## src/rtl/hie_pkg.sv

```systemverilog
// shared constants, opcodes and carrier types for the instruction execute slice
package hie_pkg;

  // data path geometry
  localparam int DATA_W      = 8;   // accumulator and memory byte width
  localparam int ADDR_W      = 6;   // data memory address width
  localparam int MEM_DEPTH   = 64;  // data memory bytes
  localparam int PC_W        = 10;  // program counter width
  localparam int STACK_DEPTH = 4;   // return stack levels
  localparam int SP_W        = 2;   // return stack pointer width

  // bit positions
  localparam int MSB_POS     = 7;   // top bit of a byte
  localparam int LSB_POS     = 0;   // bottom bit of a byte
  localparam int GIE_POS     = 0;   // global interrupt enable inside control register

  // reset values
  localparam logic [DATA_W-1:0] ACC_RST  = 8'h00;
  localparam logic [DATA_W-1:0] MEM_RST  = 8'h00;
  localparam logic [DATA_W-1:0] ICR_RST  = 8'h00;
  localparam logic [PC_W-1:0]   PC_RST   = 10'h000;
  localparam logic [SP_W-1:0]   SP_RST   = 2'h0;
  localparam logic              FLAG_RST = 1'b0;

  // increments used by counters and the incrementer
  localparam logic [DATA_W-1:0] BYTE_ONE = 8'h01;
  localparam logic [PC_W-1:0]   PC_ONE   = 10'h001;
  localparam logic [SP_W-1:0]   SP_ONE   = 2'h1;

  // instruction selector
  typedef enum logic [4:0] {
    halt_op, incr_mem_op, add_one_to_accumulator_op, direct_branch_op,
    copy_mem_to_acc_op, copy_imm_to_acc_op, copy_acc_to_mem_op, idle_op,
    union_mem_to_acc_op, union_imm_to_acc_op, bitwise_union_to_memory_op,
    subroutine_exit_op, exit_with_constant_op, interrupt_exit_op,
    rotate_left_op, rotate_left_to_acc_op, rotate_left_via_carry_op,
    rotate_left_via_carry_to_acc_op, rotate_right_op, rotate_right_to_acc_op,
    rotate_right_via_carry_op, rotate_right_via_carry_to_acc_op
  } hie_op_t;

  // one decoded instruction as handed over by the fetch stage
  typedef struct packed {
    hie_op_t             op;      // what to do
    logic [ADDR_W-1:0]   addr;    // data memory operand address
    logic [DATA_W-1:0]   imm;     // immediate constant
    logic [PC_W-1:0]     target;  // direct branch address
  } hie_instr_t;

  // status flags touched by this slice
  typedef struct packed {
    logic watchdog_expiry_flag;
    logic power_down_flag;
    logic zero;
    logic carry;
  } hie_flags_t;

  // result of the byte operator
  typedef struct packed {
    logic [DATA_W-1:0] value;     // computed byte
    logic              carry;     // carry out for the via-carry rotates
  } hie_alu_t;

endpackage : hie_pkg

```

## src/rtl/hie_exec.sv

```systemverilog
// execute unit for sleep, increment, branch, copy, union, return and rotate ops
module hie_exec
  import hie_pkg::*;
(
  input  wire logic              mclk,               // 50 MHz core clock
  input  wire logic              rstn,               // asynchronous reset, active low
  input  wire hie_instr_t        instr,              // decoded instruction
  input  wire logic              instr_valid,        // instruction offered
  output logic                   instr_ready,        // instruction can be taken this edge
  input  wire logic              wake_pin,           // wake-up request from a pin
  input  wire logic              stack_push,         // push from the call logic
  input  wire logic [PC_W-1:0]   stack_push_pc,      // return address to push
  input  wire logic              watchdog_timeout,   // watchdog expiry pulse
  input  wire logic              icr_we,             // software write to control register
  input  wire logic [DATA_W-1:0] icr_wdata,          // value written to control register
  input  wire logic [ADDR_W-1:0] mem_peek_addr,      // observation read address
  output logic [DATA_W-1:0]      mem_peek_data,      // observation read data
  output logic [DATA_W-1:0]      acc,                // accumulator
  output logic [PC_W-1:0]        pc,                 // program counter
  output hie_flags_t             flags,              // status flags
  output logic [DATA_W-1:0]      interrupt_control_register, // interrupt control
  output logic                   global_interrupt_enable,    // master interrupt enable
  output logic                   halted,             // execution stopped
  output logic                   sys_clk_run,        // system clock enable
  output logic                   watchdog_clear,     // clears watchdog_counter and prescaler
  output logic                   instr_done          // one instruction finished
);

  // two-cycle ops park here for their second machine cycle
  typedef enum logic [0:0] {
    ST_RUN,
    ST_SECOND
  } hie_state_t;

  // byte operator shared by every data-path op
  function automatic hie_alu_t hie_alu(input hie_op_t op, input logic [DATA_W-1:0] m,
                                       input logic [DATA_W-1:0] a,
                                       input logic [DATA_W-1:0] k, input logic c);
    hie_alu_t r;
    r.value = m;
    r.carry = c;
    case (op)
      incr_mem_op, add_one_to_accumulator_op: begin
        r.value = m + BYTE_ONE;
      end
      copy_imm_to_acc_op, exit_with_constant_op: begin
        r.value = k;
      end
      copy_acc_to_mem_op: begin
        r.value = a;
      end
      union_mem_to_acc_op, bitwise_union_to_memory_op: begin
        r.value = a | m;
      end
      union_imm_to_acc_op: begin
        r.value = a | k;
      end
      rotate_left_op, rotate_left_to_acc_op: begin
        r.value = {m[MSB_POS-1:LSB_POS], m[MSB_POS]};
      end
      rotate_left_via_carry_op, rotate_left_via_carry_to_acc_op: begin
        r.value = {m[MSB_POS-1:LSB_POS], c};
        r.carry = m[MSB_POS];
      end
      rotate_right_op, rotate_right_to_acc_op: begin
        r.value = {m[LSB_POS], m[MSB_POS:LSB_POS+1]};
      end
      rotate_right_via_carry_op, rotate_right_via_carry_to_acc_op: begin
        r.value = {c, m[MSB_POS:LSB_POS+1]};
        r.carry = m[LSB_POS];
      end
      default: begin
        r.value = m;
      end
    endcase
    return r;
  endfunction : hie_alu

  // reset release through two flip-flops
  logic rst_meta_q;
  logic rst_sync_q;

  always_ff @(posedge mclk or negedge rstn) begin
    if (!rstn) begin
      rst_meta_q <= 1'b0;
      rst_sync_q <= 1'b0;
    end else begin
      rst_meta_q <= 1'b1;
      rst_sync_q <= rst_meta_q;
    end
  end

  wire rst_n = rst_sync_q;  // design-wide reset copy

  // wake pin synchroniser; only the second stage is read
  logic wake_meta_q;
  logic wake_sync_q;

  always_ff @(posedge mclk or negedge rst_n) begin
    if (!rst_n) begin
      wake_meta_q <= 1'b0;
      wake_sync_q <= 1'b0;
    end else begin
      wake_meta_q <= wake_pin;
      wake_sync_q <= wake_meta_q;
    end
  end

  // architectural state
  logic [DATA_W-1:0]   acc_q, acc_d;         // accumulator
  logic [PC_W-1:0]     pc_q, pc_d;           // program counter
  logic [SP_W-1:0]     sp_q, sp_d;           // stack fill pointer
  logic                carry_q, carry_d;     // carry flag
  logic                zero_q, zero_d;       // zero flag
  logic                pdf_q, pdf_d;         // power_down_flag
  logic                wef_q, wef_d;         // watchdog_expiry_flag
  logic [DATA_W-1:0]   icr_q, icr_d;         // interrupt_control_register
  logic                halt_q, halt_d;       // sleeping
  logic                wdc_q, wdc_d;         // watchdog clear pulse
  logic                done_q, done_d;       // completion pulse
  hie_state_t          state_q, state_d;     // machine cycle tracker
  hie_op_t             op2_q;                // op held over into second cycle
  logic [DATA_W-1:0]   imm2_q;               // constant held over
  logic [PC_W-1:0]     tgt2_q;               // branch target held over
  logic [PC_W-1:0]     stack_q [STACK_DEPTH];  // return stack
  logic [DATA_W-1:0]   mem_q   [MEM_DEPTH];    // data memory

  // acceptance and operand fetch
  wire               take    = instr_valid && instr_ready;
  wire hie_op_t      op      = instr.op;
  wire [DATA_W-1:0]  mem_rd  = mem_q[instr.addr];
  wire hie_alu_t     alu     = hie_alu(op, mem_rd, acc_q, instr.imm, carry_q);
  wire               alu_z   = (alu.value == '0);

  // op classes
  wire to_mem  = (op == incr_mem_op) || (op == copy_acc_to_mem_op) ||
                 (op == bitwise_union_to_memory_op) || (op == rotate_left_op) ||
                 (op == rotate_left_via_carry_op) || (op == rotate_right_op) ||
                 (op == rotate_right_via_carry_op);
  wire to_acc  = (op == add_one_to_accumulator_op) || (op == copy_mem_to_acc_op) ||
                 (op == copy_imm_to_acc_op) || (op == union_mem_to_acc_op) ||
                 (op == union_imm_to_acc_op) || (op == rotate_left_to_acc_op) ||
                 (op == rotate_left_via_carry_to_acc_op) ||
                 (op == rotate_right_to_acc_op) ||
                 (op == rotate_right_via_carry_to_acc_op);
  wire upd_z   = (op == incr_mem_op) || (op == add_one_to_accumulator_op) ||
                 (op == union_mem_to_acc_op) || (op == union_imm_to_acc_op) ||
                 (op == bitwise_union_to_memory_op);
  wire upd_c   = (op == rotate_left_via_carry_op) ||
                 (op == rotate_left_via_carry_to_acc_op) ||
                 (op == rotate_right_via_carry_op) ||
                 (op == rotate_right_via_carry_to_acc_op);
  wire two_cyc = (op == direct_branch_op) || (op == subroutine_exit_op) ||
                 (op == exit_with_constant_op) || (op == interrupt_exit_op);

  // memory write strobe from the first cycle
  wire mem_we = take && to_mem;

  // pop address: the newest entry sits below the fill pointer
  wire [SP_W-1:0] sp_top = sp_q - SP_ONE;
  wire [PC_W-1:0] pop_pc = stack_q[sp_top];

  // stalls while sleeping or finishing a two-cycle op
  assign instr_ready = (state_q == ST_RUN) && !halt_q;

  // next-state logic for every architectural register
  always_comb begin
    acc_d   = acc_q;
    pc_d    = pc_q;
    sp_d    = sp_q;
    carry_d = carry_q;
    zero_d  = zero_q;
    pdf_d   = pdf_q;
    wef_d   = wef_q;
    icr_d   = icr_q;
    halt_d  = halt_q;
    wdc_d   = 1'b0;
    done_d  = 1'b0;
    state_d = state_q;
    // software write to the control register comes first; ops override
    if (icr_we) begin
      icr_d = icr_wdata;
    end
    // wake only clears the sleep, a fresh sleep entry below wins
    if (wake_sync_q) begin
      halt_d = 1'b0;
    end
    // watchdog expiry sets its flag; sleep entry below clears it
    if (watchdog_timeout) begin
      wef_d = 1'b1;
    end
    // the call logic pushes a return address; pointer wraps like the core
    if (stack_push) begin
      sp_d = sp_q + SP_ONE;
    end
    case (state_q)
      ST_RUN: begin
        if (take) begin
          if (two_cyc) begin
            state_d = ST_SECOND;
          end else begin
            pc_d   = pc_q + PC_ONE;
            done_d = 1'b1;
          end
          if (to_acc) begin
            acc_d = alu.value;
          end
          if (upd_z) begin
            zero_d = alu_z;
          end
          if (upd_c) begin
            carry_d = alu.carry;
          end
          if (op == halt_op) begin
            halt_d = 1'b1;
            wdc_d  = 1'b1;
            pdf_d  = 1'b1;
            wef_d  = 1'b0;
          end
          if (two_cyc && (op != direct_branch_op) && !stack_push) begin
            sp_d = sp_top;
          end
        end
      end
      ST_SECOND: begin
        // the reload lands at the end of the second machine cycle
        state_d = ST_RUN;
        done_d  = 1'b1;
        case (op2_q)
          direct_branch_op: begin
            pc_d = tgt2_q;
          end
          exit_with_constant_op: begin
            pc_d  = stack_q[sp_q];
            acc_d = imm2_q;
          end
          interrupt_exit_op: begin
            pc_d         = stack_q[sp_q];
            icr_d[GIE_POS] = 1'b1;
          end
          default: begin
            pc_d = stack_q[sp_q];
          end
        endcase
      end
      default: begin
        state_d = ST_RUN;
      end
    endcase
  end

  // architectural registers; flags move only where the op allows, except the watchdog expiry flag, which a watchdog_timeout also sets
  always_ff @(posedge mclk or negedge rst_n) begin
    if (!rst_n) begin
      acc_q   <= ACC_RST;
      pc_q    <= PC_RST;
      sp_q    <= SP_RST;
      carry_q <= FLAG_RST;
      zero_q  <= FLAG_RST;
      pdf_q   <= FLAG_RST;
      wef_q   <= FLAG_RST;
      icr_q   <= ICR_RST;
      halt_q  <= 1'b0;
      wdc_q   <= 1'b0;
      done_q  <= 1'b0;
      state_q <= ST_RUN;
    end else begin
      acc_q   <= acc_d;
      pc_q    <= pc_d;
      sp_q    <= sp_d;
      carry_q <= carry_d;
      zero_q  <= zero_d;
      pdf_q   <= pdf_d;
      wef_q   <= wef_d;
      icr_q   <= icr_d;
      halt_q  <= halt_d;
      wdc_q   <= wdc_d;
      done_q  <= done_d;
      state_q <= state_d;
    end
  end

  // hold the two-cycle op's operands; nothing else reads them
  always_ff @(posedge mclk or negedge rst_n) begin
    if (!rst_n) begin
      op2_q  <= idle_op;
      imm2_q <= ACC_RST;
      tgt2_q <= PC_RST;
    end else if (take && two_cyc) begin
      op2_q  <= op;
      imm2_q <= instr.imm;
      tgt2_q <= instr.target;
    end
  end

  // return stack entries, written only by a push
  for (genvar s = 0; s < STACK_DEPTH; s++) begin : g_stack
    always_ff @(posedge mclk or negedge rst_n) begin
      if (!rst_n) begin
        stack_q[s] <= PC_RST;
      end else if (stack_push && (sp_q == SP_W'(s))) begin
        stack_q[s] <= stack_push_pc;
      end
    end
  end

  // data memory bytes; only the to-memory ops write, sleep leaves all alone
  for (genvar b = 0; b < MEM_DEPTH; b++) begin : g_mem
    always_ff @(posedge mclk or negedge rst_n) begin
      if (!rst_n) begin
        mem_q[b] <= MEM_RST;
      end else if (mem_we && (instr.addr == ADDR_W'(b))) begin
        mem_q[b] <= alu.value;
      end
    end
  end

  // observation read of memory, registered so data leaves from flops
  always_ff @(posedge mclk or negedge rst_n) begin
    if (!rst_n) begin
      mem_peek_data <= MEM_RST;
    end else begin
      mem_peek_data <= mem_q[mem_peek_addr];
    end
  end

  // outputs straight from state
  assign acc                        = acc_q;
  assign pc                         = pc_q;
  assign flags = '{watchdog_expiry_flag: wef_q,
                   power_down_flag:      pdf_q,
                   zero:                 zero_q,
                   carry:                carry_q};
  assign interrupt_control_register = icr_q;
  assign global_interrupt_enable    = icr_q[GIE_POS];
  assign halted                     = halt_q;
  assign sys_clk_run                = !halt_q;
  assign watchdog_clear             = wdc_q;
  assign instr_done                 = done_q;

endmodule : hie_exec

```

## config.mk

```make
export PLATFORM = sky130hd
export DESIGN_NAME = hie_exec
export DESIGN_NICKNAME = d
export VERILOG_FILES = /design/src/rtl/hie_pkg.sv /design/src/rtl/hie_exec.sv
export SDC_FILE = /design/constraint.sdc
export NUM_CORES = 1
export LEC_CHECK = 0
export BUFFER_PORTS_ARGS = -buffer_cell sky130_fd_sc_hd__buf_2
export CAP_MARGIN = 20
export CORE_UTILIZATION = 35
export DETAILED_ROUTE_END_ITERATION = 8
export PLACE_DENSITY = 0.57
export SLEW_MARGIN = 25
export SYNTH_ARGS = -nofsm -noshare
export SYNTH_HDL_FRONTEND = slang
export SYNTH_SLANG_ARGS = --single-unit
```

## constraint.sdc

```tcl
create_clock -name mclk -period 22.4 [get_ports mclk]
set_clock_uncertainty 0.2 [all_clocks]
set_input_delay 2.24 -clock mclk [delete_from_list [all_inputs] [get_ports mclk]]
set_output_delay 2.24 -clock mclk [all_outputs]
set_load 0.005 [all_outputs]
```

==> impl_metrics.yaml <==
pwr:
  power.density_nw_per_um2: 82.9
  power.leakage_uw: 0.0159
  worst_ir_drop_vdd_mv: 0.0563
timing:
  fin_setup_tns_ns: 0
  layout_min_cycle_time_ns: 7.48
  slew_headroom_pct: 20.5
  period_share_pct: 33.4
  maxSlewViolCount: 0
  worst_pin_slew_ns: 1.18
  finalSetupViolCount: 0
  final_hold_viol_count: 0
  rsz0062_at_grt: "false"
  timing.fmax_ghz: 0.134
worst_setup_path:
  critPathCaptureType: "flop"
  crit_type: "in2reg"
  cp.required_ns: 22.68
  path_max_fanout: 81
  crit_arrival_ns: 7.77
  cp-start-kind: "input pin"
floorplanning:
  ios: 104
  start_util_pct: 35.5
  dieArea_um2: 94500
  die_h_um: 307
  row_count: 111
  die_x_um: 307
  core_area_um2: 92100
layout:
  fin_nets: 2958
  fillers: 8855
  layout_common_cells: "619 x dfrtp_1, 363 x nand2_1, 287 x o21ai_0"
  final_cells: 4189
  area_delta_synth_final_pct: 12.4
  drive_above_1_share_pct: 23.8
  mostFrequentLayoutCell: "dfrtp_1"
  diodes: 0
route:
  ant_nets: 0
  vias_per_cell: 5.61
  finalWirelength_mm: 102
  vias: 23511
  drt_iter0_drc: 2276
  drc: 0
  first_pass_iters: 5
  wl_per_cell_um: 24.4
clock_tree:
  htreeDepth: 3
  cts.sinks: 623
  numCtsBuffers: 71
  clk_pin_slew_ns: 0.07
  cts_resized: 0
  ctsLongestPathBuffers: 3
  root_buffer: "clkbuf_16"
  tritoncts: "yes"
  hold_buffers: 0
  clock_latency_ns: 0.62
  post_cts_buffers: 0
placed_design:
  place.gp.congestion: 0.897
  hpwl_mm: 65.9
  post-place-cells: 4059
  port_buffers: 103
logic_synthesis:
  ys.warnings.count: 0
  yosysSeqAreaShare_pct: 47.8
  async_flop_share_pct: 100
  yosysUniqueCellTypes: 78
  synth.avg_cell_area_um2: 11.3
  syn_inst: 2900
  synth_edf_count: 0
  syn_area_um2: 32700
  synth_nets: 2966
  synth-main-ff-cell: "dfrtp_1"
  ys_ff_latch: 623
job:
  drv_cap: 0
status:
  outcome: "finished, final reports clean"
global_routing:
  antenna_found_initial: 9
  grt_max_degree: 175
  use_met3_pct: 6.19
  grt-busiest-layer: "met2"
  grt_pass1_vias: 23655
  grt_first_pass_wirelength_mm: 155
  grtUsageTotal_pct: 22.0
  use_met1_pct: 30.4
  met2_usage_pct: 32.7
  grt_overflow: 0
min_path:
  hold_path_class: "reg2async"
-- Yosys cell counts (3+ instances only) --
master     instances  area [um2]
dfrtp_1          620       15500
nand2_1          363        1360
o21ai_0          287        1440
nor2_1           254         953
mux4_2           228        5130
a21oi_1          212        1060
mux2i_1          187        1870
clkbuf_1         167         627
mux2_2           134        1510
a22oi_1           76         571
nand3_1           49         245
buf_2             28         140
buf_1             26        97.6
inv_1             23        86.3
buf_6             21         236
nor3_1            19        95.1
nand2b_1          15        93.8
buf_4             14         105
nand4_1           13        81.3
nor2b_1           11        68.8
a211oi_1          10        75.1
xnor2_1           10        87.6
nor4_1             8        50.1
a22o_1             7        61.3
a31oi_1            7        43.8
and3_1             7        43.8
o211ai_1           7        52.6
a221oi_1           6        52.6
ha_1               6        75.1
and2_1             4        25.0
and4_1             4        35.0
mux2_4             4        60.1
or3_1              4        25.0
xor2_1             4        35.0
a21o_1             3        22.5
a222oi_1           3        30.0
dfstp_2            3        78.8
o2111ai_1          3        26.3
or2_2              3        18.8
-- registers in the layout, indices dropped and copies added, names as in the netlist, 2 cells and up --
name	count
mem_q	512
op2_q	5
imm2_q	8
acc	8
interrupt_control_register	8
tgt2_q	10
mem_peek_data	8
pc	10
stack_q	40
sp_q	2
-- kinds of logic after synthesis --
logic type	after synthesis	synth area share [%]
AOI/OAI and AO/OA	657	11.6
xor gates and xnor gates	14	0.376
adders and majority gates	6	0.230
buffers and inverters	282	4.05
DFF	623	47.8
muxes	553	26.3
other	1	0.0115
and+or+nand+nor	764	9.73
-- where the power goes --
part           switching [uW]  internal, uW
Clock                     494           706
Combinational             290           226
Sequential               89.0          1240
Total                     873          2170
-- final timing paths --
check | start | endpoint | slack [ns] | depth (start not counted)
hold / removal | rst_n | imm2_q[6] | 0.01 | 0
min in group mclk | rst_meta_q | rst_n | 0.15 | 0
setup / recovery | instr[19] | acc[1] | 14.92 | 15
setup reg to reg | mem_q[160] | acc[1] | 17.79 | 13
hold reg to reg | rst_n | imm2_q[6] | 0.01 | 0
max in group asynchronous | rst_n | mem_q[431] | 19.26 | 4
-- metal layers --
layer / part of all wire [%] / wire length (um)
met5: 0.075 / 77
met4: 3.5 / 3590
met3: 8.4 / 8580
met2: 45 / 45500
met1: 43 / 44300
-- through the flow --
stage | cell area (um2) | setup WS (ns) | hold WS (ns) | util (%) | total power [uW]
6_report | 36700 | 14.92 | 0.0117 | 39.9 | 3040
2_1_floorplan | 32700 | 3.55 | 0.131 | - | 1690
3_3_place_gp | 34200 | 14.38 | 0.0313 | 37.2 | 1850
3_5_place_dp | 34200 | 14.40 | 0.0285 | 37.2 | 1860
5_1_grt | 36700 | 14.78 | 0.0434 | 39.9 | 3170
4_1_cts | 36600 | 15.03 | 0.0247 | 39.8 | 3070
-- cell type report --
cell class	instances	area [um2]	area share, %
clock inverters	31	377	1.03
clock buffers	96	2010	5.48
well taps	1243	1560	4.24
inverters	24	90.1	0.245
multi-input cells	1995	15900	43.3
flip-flops and latches	623	15600	42.5
repair buffers	177	1190	3.24
-- critical path, cell delays in order --
cell and delay (ns):
buf_8 0.57, buf_4 0.77, mux4_2 0.60, mux2i_1 0.29, o21ai_1 0.10, a2111oi_0 0.57
a41o_2 0.32, inv_1 0.06, ha_1 0.29, a222oi_1 0.33, nand3_1 0.19, a211oi_4 0.19
buf_4 0.59, mux2i_1 0.15, mux2_2 0.29
Note: power is estimated with default switching activity, not from simulation.
